<file path="config.mk">
export PLATFORM = sky130hd
export DESIGN_NAME = lpp_position_node
export DESIGN_NICKNAME = d
export VERILOG_FILES = /design/src/hdl/lpp_pkg.sv /design/src/hdl/lpp_pos_fold.sv /design/src/hdl/lpp_position_node.sv
export SDC_FILE = /design/constraint.sdc
export NUM_CORES = 1
export LEC_CHECK = 0
export BUFFER_PORTS_ARGS = -buffer_cell sky130_fd_sc_hd__buf_2
export CORE_AREA = 2 2 169 253
export DETAILED_ROUTE_END_ITERATION = 8
export DIE_AREA = 0 0 171 255
export PLACE_DENSITY = 0.8
export SLEW_MARGIN = 5
export SYNTH_ARGS = -nofsm -noshare
export SYNTH_HDL_FRONTEND = slang
export SYNTH_HIERARCHICAL = 1
export SYNTH_SLANG_ARGS = --single-unit
</file>
<file path="constraint.sdc">
create_clock -name clk_sys -period 13.4 [get_ports clk_sys]
set_input_delay 0 -clock clk_sys [delete_from_list [all_inputs] [get_ports clk_sys]]
set_output_delay 0 -clock clk_sys [all_outputs]
set_load 0.1 [all_outputs]
</file>
<file path="src/hdl/lpp_pkg.sv">
// lpp_pkg: object indices, frame layout, reset values and timing
// assumes one 10 MHz system clock and CAN frames handed over as structs
package lpp_pkg;

  // object dictionary indices
  localparam logic [15:0] IDX_OPPAR   = 16'h6000;
  localparam logic [15:0] IDX_RANGE_A = 16'h6001;
  localparam logic [15:0] IDX_RANGE   = 16'h6002;
  localparam logic [15:0] IDX_PRESET  = 16'h6003;
  localparam logic [15:0] IDX_POS     = 16'h6004;
  localparam logic [15:0] IDX_CYCLE   = 16'h6200;
  localparam logic [15:0] IDX_OFFSET  = 16'h6509;
  localparam logic [7:0]  SUB_ZERO    = 8'h00;

  // reset values and limits
  localparam logic [31:0] RANGE_RST   = 32'h0002_0000;
  localparam logic [31:0] RANGE_MIN   = 32'h0000_0001;
  localparam logic [31:0] PRESET_RST  = 32'h0000_0000;
  localparam logic [31:0] OFFSET_RST  = 32'h0000_0000;
  localparam logic [15:0] OPPAR_RST   = 16'h0000;
  localparam logic [15:0] CYCLE_RST   = 16'h0000;
  localparam int          SCALE_BIT   = 2;

  // identifiers and command bytes
  localparam logic [10:0] COB_SDO_RX  = 11'h600;
  localparam logic [10:0] COB_SDO_TX  = 11'h580;
  localparam logic [10:0] COB_TPDO1   = 11'h180;
  localparam logic [10:0] COB_SYNC    = 11'h080;
  localparam logic [7:0]  CMD_DL4     = 8'h23;
  localparam logic [7:0]  CMD_DL_ACK  = 8'h60;
  localparam logic [7:0]  CMD_UL_REQ  = 8'h40;
  localparam logic [7:0]  CMD_UL4     = 8'h43;
  localparam logic [7:0]  CMD_ABORT   = 8'h80;
  localparam logic [3:0]  DLC_SDO     = 4'h8;
  localparam logic [3:0]  DLC_PDO     = 4'h4;

  // abort codes
  localparam logic [31:0] AB_NONE     = 32'h0000_0000;
  localparam logic [31:0] AB_CMD      = 32'h0504_0001;
  localparam logic [31:0] AB_RO       = 32'h0601_0002;
  localparam logic [31:0] AB_NO_OBJ   = 32'h0602_0000;
  localparam logic [31:0] AB_SUB      = 32'h0609_0011;
  localparam logic [31:0] AB_VALUE    = 32'h0609_0030;
  localparam logic [31:0] AB_STATE    = 32'h0800_0022;

  // timing
  localparam int          PERIOD_NS   = 100;
  localparam int          MS_NS       = 1000000;
  localparam int          CYC_PER_MS  = MS_NS / PERIOD_NS;

  typedef struct packed {
    logic [10:0] id;
    logic [3:0]  dlc;
    logic [63:0] data;
  } lpp_frame_t;

  typedef enum logic [1:0] {
    TX_IDLE = 2'b00,
    TX_SDO  = 2'b01,
    TX_PDO  = 2'b11
  } lpp_tx_state_t;

endpackage

</file>
<file path="src/hdl/lpp_pos_fold.sv">
// lpp_pos_fold: transmitted position, modulo the active range
// assumes read position, preset and offset each below the range
`timescale 1ns/100ps
module lpp_pos_fold (
  // clock, reset, enable
  input  wire logic        clk_sys,
  input  wire logic        resetn,
  input  wire logic        ce,
  // operands
  input  wire logic [31:0] read_pos,
  input  wire logic [31:0] preset,
  input  wire logic [31:0] offset,
  input  wire logic [31:0] range_eff,
  // results
  output logic      [31:0] read_folded,
  output logic      [31:0] tx_pos
);

  logic [32:0] sum;
  logic [32:0] sum_fold;
  logic [32:0] diff;
  logic [31:0] next_tx_pos;

  // read position kept inside the range
  assign read_folded = (read_pos >= range_eff) ? read_pos - range_eff
                                               : read_pos;
  assign sum      = {1'b0, read_folded} + {1'b0, preset};
  assign sum_fold = (sum >= {1'b0, range_eff}) ? sum - {1'b0, range_eff}
                                               : sum;
  // backwards through zero wraps to range minus one
  assign diff = (sum_fold < {1'b0, offset})
              ? sum_fold + {1'b0, range_eff} - {1'b0, offset}
              : sum_fold - {1'b0, offset};
  assign next_tx_pos = diff[31:0];

  always_ff @(posedge clk_sys) begin
    if (!resetn) begin
      tx_pos <= lpp_pkg::PRESET_RST;
    end else if (ce) begin
      tx_pos <= next_tx_pos;
    end
  end

  a_fold_bound: assert property (@(posedge clk_sys)
    disable iff (!resetn)
    ce && read_pos < range_eff && preset < range_eff
      && offset < range_eff |=> tx_pos < $past(range_eff))
    else $error("transmitted position outside range");

  a_fold_value: assert property (@(posedge clk_sys)
    disable iff (!resetn)
    ce && read_pos < range_eff && read_pos + preset < range_eff
      && read_pos + preset >= offset
      |=> tx_pos == $past(read_pos) + $past(preset) - $past(offset))
    else $error("transmitted position not read plus preset minus offset");

endmodule

</file>
<file path="src/hdl/lpp_position_node.sv">
// lpp_position_node: position objects, preset and position PDO
// assumes a CAN controller on clk_sys passing whole frames by valid/ready
`timescale 1ns/100ps
module lpp_position_node #(
  parameter int unsigned CYC_PER_MS = lpp_pkg::CYC_PER_MS
) (
  // clock, reset, enable
  input  wire logic               clk_sys,
  input  wire logic               resetn,
  input  wire logic               ce,
  // straps and sensor, asynchronous
  input  wire logic [6:0]         node_id,
  input  wire logic [31:0]        raw_pos,
  // received frames
  input  wire lpp_pkg::lpp_frame_t rx_frame,
  input  wire logic               rx_valid,
  output logic                    rx_ready,
  // transmitted frames
  output lpp_pkg::lpp_frame_t     tx_frame,
  output logic                    tx_valid,
  input  wire logic               tx_ready,
  // status
  output logic                    scaling_on,
  output logic [31:0]             position
);

  localparam int MSW = $clog2(CYC_PER_MS + 1);

  ////////////////////////////////////////////////////////////////////////
  // synchronisers

  logic [6:0]  id_s1;
  logic [6:0]  id_s2;
  logic [31:0] pos_s1;
  logic [31:0] pos_s2;

  always_ff @(posedge clk_sys) begin
    if (!resetn) begin
      id_s1  <= 7'h00;
      id_s2  <= 7'h00;
      pos_s1 <= 32'h0000_0000;
      pos_s2 <= 32'h0000_0000;
    end else if (ce) begin
      id_s1  <= node_id;
      id_s2  <= id_s1;
      pos_s1 <= raw_pos;
      pos_s2 <= pos_s1;
    end
  end

  ////////////////////////////////////////////////////////////////////////
  // objects

  logic [15:0]            oppar;
  logic [31:0]            range_reg;
  logic [31:0]            preset;
  logic [31:0]            offset;
  logic [15:0]            cycle_ms;
  logic [31:0]            range_eff;
  logic [31:0]            read_folded;
  lpp_pkg::lpp_tx_state_t state;

  assign scaling_on = oppar[lpp_pkg::SCALE_BIT];
  // physical range while scaling is off
  assign range_eff  = scaling_on ? range_reg : lpp_pkg::RANGE_RST;

  lpp_pos_fold u_fold (
    .clk_sys     (clk_sys),
    .resetn      (resetn),
    .ce          (ce),
    .read_pos    (pos_s2),
    .preset      (preset),
    .offset      (offset),
    .range_eff   (range_eff),
    .read_folded (read_folded),
    .tx_pos      (position)
  );

  ////////////////////////////////////////////////////////////////////////
  // request decode

  logic [7:0]  rx_cmd;
  logic [15:0] rx_idx;
  logic [7:0]  rx_sub;
  logic [31:0] rx_val;
  logic        rx_take;
  logic        is_sdo;
  logic        is_sync;
  logic        is_dl;
  logic        is_ul;
  logic        is_range;
  logic        known;
  logic        read_only;
  logic [31:0] abort_code;
  logic        wr_ok;
  logic [31:0] rd_val;

  assign rx_cmd   = rx_frame.data[7:0];
  assign rx_idx   = rx_frame.data[23:8];
  assign rx_sub   = rx_frame.data[31:24];
  assign rx_val   = rx_frame.data[63:32];
  assign rx_ready = (state == lpp_pkg::TX_IDLE);
  assign rx_take  = ce && rx_valid && rx_ready;
  assign is_sdo   = rx_frame.id == lpp_pkg::COB_SDO_RX + {4'h0, id_s2};
  assign is_sync  = rx_frame.id == lpp_pkg::COB_SYNC;
  assign is_dl    = rx_cmd == lpp_pkg::CMD_DL4;
  assign is_ul    = rx_cmd == lpp_pkg::CMD_UL_REQ;
  assign is_range = rx_idx == lpp_pkg::IDX_RANGE_A
                 || rx_idx == lpp_pkg::IDX_RANGE;
  assign read_only = rx_idx == lpp_pkg::IDX_POS
                  || rx_idx == lpp_pkg::IDX_OFFSET;
  assign known    = is_range || read_only
                 || rx_idx == lpp_pkg::IDX_OPPAR
                 || rx_idx == lpp_pkg::IDX_PRESET
                 || rx_idx == lpp_pkg::IDX_CYCLE;

  assign abort_code =
      !(is_dl || is_ul)               ? lpp_pkg::AB_CMD    :
      !known                          ? lpp_pkg::AB_NO_OBJ :
      rx_sub != lpp_pkg::SUB_ZERO     ? lpp_pkg::AB_SUB    :
      (is_dl && read_only)            ? lpp_pkg::AB_RO     :
      (is_dl && is_range && !scaling_on) ? lpp_pkg::AB_STATE :
      (is_dl && is_range && (rx_val < lpp_pkg::RANGE_MIN
        || rx_val > lpp_pkg::RANGE_RST)) ? lpp_pkg::AB_VALUE :
                                        lpp_pkg::AB_NONE;

  assign wr_ok = rx_take && is_sdo && is_dl
              && abort_code == lpp_pkg::AB_NONE;

  assign rd_val =
      rx_idx == lpp_pkg::IDX_OPPAR  ? {16'h0000, oppar}    :
      is_range                      ? range_reg            :
      rx_idx == lpp_pkg::IDX_PRESET ? preset               :
      rx_idx == lpp_pkg::IDX_POS    ? position             :
      rx_idx == lpp_pkg::IDX_CYCLE  ? {16'h0000, cycle_ms} :
                                      offset;

  ////////////////////////////////////////////////////////////////////////
  // object writes

  always_ff @(posedge clk_sys) begin
    if (!resetn) begin
      oppar     <= lpp_pkg::OPPAR_RST;
      range_reg <= lpp_pkg::RANGE_RST;
      preset    <= lpp_pkg::PRESET_RST;
      offset    <= lpp_pkg::OFFSET_RST;
      cycle_ms  <= lpp_pkg::CYCLE_RST;
    end else if (wr_ok) begin
      if (rx_idx == lpp_pkg::IDX_OPPAR) begin
        oppar <= rx_val[15:0];
      end else if (is_range) begin
        range_reg <= rx_val;
      end else if (rx_idx == lpp_pkg::IDX_PRESET) begin
        preset <= rx_val;
        offset <= read_folded;
      end else if (rx_idx == lpp_pkg::IDX_CYCLE) begin
        cycle_ms <= rx_val[15:0];
      end
    end
  end

  ////////////////////////////////////////////////////////////////////////
  // pdo trigger: cyclic timer, or sync when the cycle time is zero

  logic [MSW-1:0] ms_cnt;
  logic [15:0]    ms_elapsed;
  logic           ms_tick;
  logic           cyc_due;
  logic           sync_due;
  logic           pdo_load;
  logic           pdo_pend;

  assign ms_tick  = ms_cnt == MSW'(CYC_PER_MS - 1);
  assign cyc_due  = ms_tick && cycle_ms != 16'h0000
                 && ms_elapsed + 16'h0001 >= cycle_ms;
  assign sync_due = rx_take && is_sync && cycle_ms == 16'h0000;

  always_ff @(posedge clk_sys) begin
    if (!resetn) begin
      ms_cnt     <= '0;
      ms_elapsed <= 16'h0000;
    end else if (ce) begin
      ms_cnt     <= ms_tick ? '0 : ms_cnt + MSW'(1);
      if (cycle_ms == 16'h0000 || cyc_due) begin
        ms_elapsed <= 16'h0000;
      end else if (ms_tick) begin
        ms_elapsed <= ms_elapsed + 16'h0001;
      end
    end
  end

  // a new trigger wins over the clear by loading
  always_ff @(posedge clk_sys) begin
    if (!resetn) begin
      pdo_pend <= 1'b0;
    end else if (ce) begin
      pdo_pend <= cyc_due || sync_due || (pdo_pend && !pdo_load);
    end
  end

  ////////////////////////////////////////////////////////////////////////
  // transmit: sdo answer first, then pending position pdo

  logic        sdo_load;
  lpp_pkg::lpp_frame_t sdo_frame;
  lpp_pkg::lpp_frame_t pdo_frame;
  logic [7:0]  resp_cmd;
  logic [31:0] resp_val;

  assign sdo_load = rx_take && is_sdo;
  assign pdo_load = ce && state == lpp_pkg::TX_IDLE && !sdo_load
                 && pdo_pend;
  assign resp_cmd = abort_code != lpp_pkg::AB_NONE ? lpp_pkg::CMD_ABORT :
                    is_dl ? lpp_pkg::CMD_DL_ACK : lpp_pkg::CMD_UL4;
  assign resp_val = abort_code != lpp_pkg::AB_NONE ? abort_code :
                    is_dl ? 32'h0000_0000 : rd_val;
  assign sdo_frame = '{id:   lpp_pkg::COB_SDO_TX + {4'h0, id_s2},
                       dlc:  lpp_pkg::DLC_SDO,
                       data: {resp_val, rx_sub, rx_idx, resp_cmd}};
  assign pdo_frame = '{id:   lpp_pkg::COB_TPDO1 + {4'h0, id_s2},
                       dlc:  lpp_pkg::DLC_PDO,
                       data: {32'h0000_0000, position}};
  assign tx_valid  = state != lpp_pkg::TX_IDLE;

  always_ff @(posedge clk_sys) begin
    if (!resetn) begin
      state    <= lpp_pkg::TX_IDLE;
      tx_frame <= '0;
    end else if (ce) begin
      case (state)
        lpp_pkg::TX_IDLE: begin
          if (sdo_load) begin
            state    <= lpp_pkg::TX_SDO;
            tx_frame <= sdo_frame;
          end else if (pdo_load) begin
            state    <= lpp_pkg::TX_PDO;
            tx_frame <= pdo_frame;
          end
        end
        default: begin
          if (tx_ready) begin
            state <= lpp_pkg::TX_IDLE;
          end
        end
      endcase
    end
  end

  ////////////////////////////////////////////////////////////////////////
  // checks

  a_range_alias: assert property (@(posedge clk_sys)
    disable iff (!resetn)
    wr_ok && is_range |=> range_reg == $past(rx_val))
    else $error("range object write not shared");

  a_range_refuse: assert property (@(posedge clk_sys)
    disable iff (!resetn)
    rx_take && is_sdo && is_dl && is_range && !scaling_on
      |=> $stable(range_reg) && tx_frame.data[7:0] == lpp_pkg::CMD_ABORT)
    else $error("range write accepted with scaling off");

  a_reset_values: assert property (@(posedge clk_sys)
    $rose(resetn) |-> range_reg == lpp_pkg::RANGE_RST
      && preset == lpp_pkg::PRESET_RST
      && offset == lpp_pkg::OFFSET_RST)
    else $error("objects not at reset values");

  a_preset_capture: assert property (@(posedge clk_sys)
    disable iff (!resetn)
    wr_ok && rx_idx == lpp_pkg::IDX_PRESET
      |=> preset == $past(rx_val) && offset == $past(read_folded))
    else $error("preset write did not capture offset");

  a_sdo_ack: assert property (@(posedge clk_sys) disable iff (!resetn)
    wr_ok |=> tx_valid && state == lpp_pkg::TX_SDO
      && tx_frame.id == lpp_pkg::COB_SDO_TX + {4'h0, id_s2}
      && tx_frame.data[7:0] == lpp_pkg::CMD_DL_ACK)
    else $error("download not confirmed");

  a_pos_readonly: assert property (@(posedge clk_sys)
    disable iff (!resetn)
    rx_take && is_sdo && is_dl && rx_idx == lpp_pkg::IDX_POS
      && rx_sub == lpp_pkg::SUB_ZERO
      |=> tx_frame.data[7:0] == lpp_pkg::CMD_ABORT
      && tx_frame.data[63:32] == lpp_pkg::AB_RO)
    else $error("position object accepted a write");

  a_pdo_sync: assert property (@(posedge clk_sys) disable iff (!resetn)
    sync_due |=> pdo_pend || state == lpp_pkg::TX_PDO)
    else $error("sync did not schedule a position pdo");

  a_pdo_frame: assert property (@(posedge clk_sys) disable iff (!resetn)
    pdo_load |=> state == lpp_pkg::TX_PDO
      && tx_frame.data[31:0] == $past(position)
      && tx_frame.dlc == lpp_pkg::DLC_PDO)
    else $error("pdo frame does not carry position");

endmodule

</file>
* After elaboration in Yosys (flattened, before gate mapping)
Cells that the tools add are included.
Operators by class: $add $sub $neg 11, magnitude comparators 6, equality and inequality tests 13, multiplexer cells 28, bitwise logic cells 3, reduce and logical (&&, ||, !) cells 48
Operator list (number):
- two-way mux 32 bit | 10
- two-way mux 79 bit | 2
- two-way mux 28 bit | 5
- == test 16 x 15 -> 1 bit, second input constant | 7
- subtractor 32 bit | 3
- adder 32 x 32 -> 33 bit | 1
- greater-or-equal comparator 33 x 32 -> 1 bit | 1
- less-than comparator 33 x 32 -> 1 bit | 1
- two-way mux 33 bit | 1
- subtractor 33 x 32 -> 33 bit | 1
- adder 32 bit | 1
- greater-or-equal comparator 32 bit | 1
- > comparator 32 x 18 -> 1 bit, second input constant | 1
- zero test 32 bit | 1
- less-than comparator 32 x 1 -> 1 bit, second input constant | 1
- two-way mux 16 bit | 2
- nonzero test 32 bit | 1
- two-way mux 27 bit | 1
- logical AND 1 bit | 17
- adder 16 x 1 -> 16 bit, second input constant | 1
- greater-or-equal comparator 16 bit | 1
- zero test 16 bit | 1
- nonzero test 16 bit | 1
- adder 14 x 1 -> 14 bit, second input constant | 1
- 23 further kinds | 46
Storage, ports and cells: flip-flop bits (word level) 350, input bits 123, output and inout bits 114, logic and storage cells 126

* Depth between registers and ports, before layout
word-level depth 13, mapped depth 59, depth with buffers taken out 53

* Modules after synthesis
Netlist, hierarchy kept.
Modules (own cells, without submodules):
- lpp_position_node | instances 1, cells each 1570, area an instance 13909.6 µm²
- lpp_pos_fold | instances 1, cells each 1482, area an instance 10637.7 µm²

* Worst setup path before layout
OpenSTA, ideal clock, no wires.
kind register to register, from register oppar[2], to register u_fold.tx_pos[28], data arrival time 11739 ps, required time 13329 ps, setup slack 1590 ps, cell stages (with the launch flop) 57, path buffers 6, cell sequence dfxtp_1 > clkbuf_1 > clkbuf_1 > and2_1 > ha_1 > inv_1 > fa_1 > a21o_1 > a21oi_1 > o21ai_0 > a31o_2 > a41o_1 > nand2_1 > o211a_1 > or3_1 > a21oi_1 > o21ai_1 > clkbuf_1 > (+21 left out) > buf_2 > clkbuf_1 > a21o_1 > fa_1 > inv_1 > fa_1 > a211oi_1 > o21ai_0 > or3b_1 > a311oi_2 > a221oi_1 > a21oi_1 > a41oi_1 > nor2b_1 > o21bai_1 > xnor2_1 > mux2_2 > a21oi_1
Between the ends: longest elaborated chain between the ends 9
RTL lines:
- start, declared | RTL line lpp_position_node.sv:54 | logic [15:0] oppar;
- start signal, assigned | RTL line lpp_position_node.sv:143 | oppar <= lpp_pkg::OPPAR_RST;
- start signal, assigned | RTL line lpp_position_node.sv:150 | oppar <= rx_val[15:0];
- two-way mux 32 bit * | RTL line lpp_position_node.sv:65 | assign range_eff = scaling_on ? range_reg : lpp_pkg::RANGE_RST;
- named net range_eff[0] | RTL line lpp_position_node.sv:59 | logic [31:0] range_eff;
- subtractor 32 bit / greater-or-equal comparator 32 bit (equally long branches) | RTL line lpp_pos_fold.sv:25 | assign read_folded = (read_pos >= range_eff) ? read_pos - range_eff
- two-way mux 32 bit * | RTL line lpp_pos_fold.sv:25
- named net read_folded[0] | RTL line lpp_position_node.sv:60 | logic [31:0] read_folded;
- adder 32 x 32 -> 33 bit * | RTL line lpp_pos_fold.sv:27 | assign sum = {1'b0, read_folded} + {1'b0, preset};
- subtractor 33 x 32 -> 33 bit / greater-or-equal comparator 33 x 32 -> 1 bit (equally long branches) | RTL line lpp_pos_fold.sv:28 | assign sum_fold = (sum >= {1'b0, range_eff}) ? sum - {1'b0, range_eff}
- two-way mux 33 bit * | RTL line lpp_pos_fold.sv:28
- adder 32 bit | RTL line lpp_pos_fold.sv:32 | ? sum_fold + {1'b0, range_eff} - {1'b0, offset}
- subtractor 32 bit | RTL line lpp_pos_fold.sv:32
- two-way mux 32 bit * | RTL line lpp_pos_fold.sv:32
- end signal, assigned | RTL line lpp_pos_fold.sv:38 | tx_pos <= lpp_pkg::PRESET_RST;
- end signal, assigned | RTL line lpp_pos_fold.sv:40 | tx_pos <= next_tx_pos;
- end, declared | RTL line lpp_pos_fold.sv:16 | output logic [31:0] tx_pos
The timed path passes the listed nets; every way through them passes the cells marked *. A chain may end at the register's enable or synchronous reset.

* Worst setup path in the final report
Ends and elaborated chain as after synthesis.

==> flow_metrics.env <==
export IMPL_postSynthAreaPerCell_um2=8.04
export IMPL_path_clk_slew_ps=70
export IMPL_finalMaxSlewViolations=0
export IMPL_largest_reg_flops=74
export IMPL_yosysWarnings=6
export IMPL_grt_use_total_pct=36.8
export IMPL_relSlewSlack_pct=15.2
export IMPL_synth_seq_area_share_pct=28.1
export IMPL_tightest_slew_ps=1270
export IMPL_vias=24300
export IMPL_period_needed_ps=12780
export IMPL_n_fill_cell=3452
export IMPL_cp_end_kind="flip-flop"
export IMPL_start_util_pct=58.9
export IMPL_grt_pass1_vias=23300
export IMPL_ant_nets=0
export IMPL_ir_worst_vdd_v=0.000131
export IMPL_portBuffers=229
export IMPL_setup_violations=0
export IMPL_fin_nets=3683
export IMPL_antenna_found_initial=1
export IMPL_synth_area_top_cells="dfxtp_1 (28%), ha_1 (9.1%), mux2i_1 (8.8%)"
export IMPL_dieArea_um2=43600
export IMPL_top_register="tx_frame"
export IMPL_crit_start="oppar[2]$_SDFFE_PN0P_"
export IMPL_vias_per_cell=6.18
export IMPL_fin_worst_skew_ps=16.8
export IMPL_drt_iter0_markers=1815
export IMPL_async_flop_share_pct=0
export IMPL_ys_types=88
export IMPL_rsz0062_at_grt="no"
export IMPL_postCtsSetupRepairBufs=0
export IMPL_first_pass_iters=6
export IMPL_gp_congestion=0.948
export IMPL_pwr_density_cell_nw_per_um2=232
export IMPL_tns_ps=0
export IMPL_clk_latency_ps=550
export IMPL_avgRoutedWirePerCell_um=21.1
export IMPL_synth_top_area_cell="dfxtp_1"
export IMPL_leakage_nw=12.5
export IMPL_required_ps=13870
export IMPL_dp_hpwl_um=63800
export IMPL_timing_final_hold_violations=0
export IMPL_die_h_um=255
export IMPL_hold_class="in -> reg"
export IMPL_layout_common_cells="dfxtp_1 (344), nor2_1 (331), a21oi_1 (261)"
export IMPL_status="complete, no violations"
export IMPL_wl_um=83200
export IMPL_cpMostUsedCell="a21oi_1"
export IMPL_cp_data_arrival_time_ps=13250
export IMPL_final_common_cell="dfxtp_1"
export IMPL_drive_above_1_share_pct=12.4
export IMPL_worst_path_largest_cell_delay_ps=540
export IMPL_syn_to_final_growth_pct=16.4
export IMPL_cts_tree="built"
export IMPL_cts_root_buf="clkbuf_16"
export IMPL_synthCells=3052
export IMPL_syn_area_um2=24500
export IMPL_htree_levels=2
export IMPL_finalCritPeriodShare_pct=95.4
export IMPL_yosys_most_used_dff="dfxtp_1"
export IMPL_synth_top_cell_area_share_pct=28.1
export IMPL_fp_dieW_um=171
export IMPL_placeableCoreArea_um2=41700
export IMPL_synth_seq_cells=345
export IMPL_drv_cap=0
export IMPL_cts_sinks=345
export IMPL_worstHoldStart="rx_frame[73]"
export IMPL_max_freq_mhz=78.2
export IMPL_startpoint_type="flip-flop"
export IMPL_drc=0
export IMPL_r2r_start="oppar[2]$_SDFFE_PN0P_"
export IMPL_grt_max_degree=100
export IMPL_placedInstanceArea_um2=26400
export IMPL_num_rows=92
export IMPL_ioPinCount=237
export IMPL_slowest_stage="or4_1"
export IMPL_cp_max_fo=20
export IMPL_cts_buffers=36
export IMPL_worstSetupPathType="reg -> reg"
export IMPL_cts_buffer_depth=3
export IMPL_grt_overflow=0
export IMPL_grt_pass1_wl_um=125000
export IMPL_synth_edf_count=0
export IMPL_final_area_um2=28600
==> repair_timing <==
item | in CTS | in global routing
hold buffers | 97 | 0
gates resized for setup | 0 | 2
setup endpoints to repair | 0 | 3
endpoints found under the hold margin | 165 | 0
==> worst max-delay path, delay by kind of cell, from the launching register on <==
family | cells | cell delay (ps)
flops | 1 | 490
simple gates | 13 | 3080
mux | 2 | 710
xor+xnor | 2 | 250
compound gates | 26 | 5490
fa+ha+maj | 6 | 2160
buf+inv | 4 | 480
==> path summary, 6_finish.rpt <==
path | endpoint | slack [ps] | cells past startpoint
worst max-delay path | u_fold/tx_pos[28]$_SDFFE_PN0P_ | 620 | 53
worst min register to register | tx_frame[40]$_SDFFE_PN0P_ | 450 | 2
worst min-delay path | pdo_pend$_SDFFE_PN0P_ | 70 | 5
worst max register to register | u_fold/tx_pos[28]$_SDFFE_PN0P_ | 620 | 53
==> cells by family after synthesis <==
kind of cell / share of synthesized area (%)
buf+inv: 5.68
xor+xnor: 5.92
compound gates: 20.8
other cells: 0.0153
simple gates: 18.3
fa+ha+maj: 12.0
flops: 28.1
mux: 9.18
==> cell type report <==
| class | instances | area (µm²) | share of cell area (%) |
|---|---|---|---|
| clock buffer | 46 | 988 | 3.46 |
| inverter | 195 | 739 | 2.59 |
| timing repair buffer | 401 | 2720 | 9.53 |
| sequential | 345 | 6910 | 24.2 |
| clock inverter | 18 | 216 | 0.757 |
| multi-input combinational | 2367 | 16300 | 57.0 |
| antenna | 3 | 7.51 | 0.0263 |
| tap | 564 | 706 | 2.47 |
==> synthesized netlist by cell type (19+ instances only) <==
master and n:
o21a_1 20, xor2_1 72, nand2_1 229, o21ai_0 175, and2_1 45, nor4_1 30
a21oi_1 261, o22ai_1 19, mux2i_1 215, nor2b_1 25, o21ai_1 31, nor3_1 58
nand4_1 30, a22oi_1 33, and3_1 34, inv_1 194, xnor2_1 94, ha_1 179
dfxtp_1 345, a21o_1 82, o211ai_1 20, nand3_1 54, o21bai_1 26, nor2_1 333
clkbuf_1 107, nand2b_1 35, fa_1 35, a221oi_1 35
==> metrics by stage <==
stage / total power, mW / std cells / hold slack, ps / setup WS (ps) / util [%]
floorplan: 4.30 / 3054 / 140 / 1590 / -
global placement: 5.41 / 3775 / 236 / 944 / 63.3
detailed placement: 5.46 / 3775 / 240 / 716 / 63.3
CTS: 6.54 / 3936 / 55.0 / 680 / 68.6
global route: 7.03 / 3937 / 121 / 33.6 / 68.6
finish: 6.63 / 3939 / 72.2 / 619 / 68.6
==> per-layer routing <==
metal	vias to the layer above	global-route usage, %	share of wire, %
met4	0	26.3	8.1
li1	11400	-	-
met1	11500	43.2	39
met5	-	0	0
met2	1132	61.7	46
met3	322	4.67	6.9
==> power by group <==
group	switching (mW)	internal (mW)
sequential	0.0815	1.08
clock	0.438	0.602
combinational	2.60	1.83
total	3.12	3.51
(Power assumes the default switching activity.)
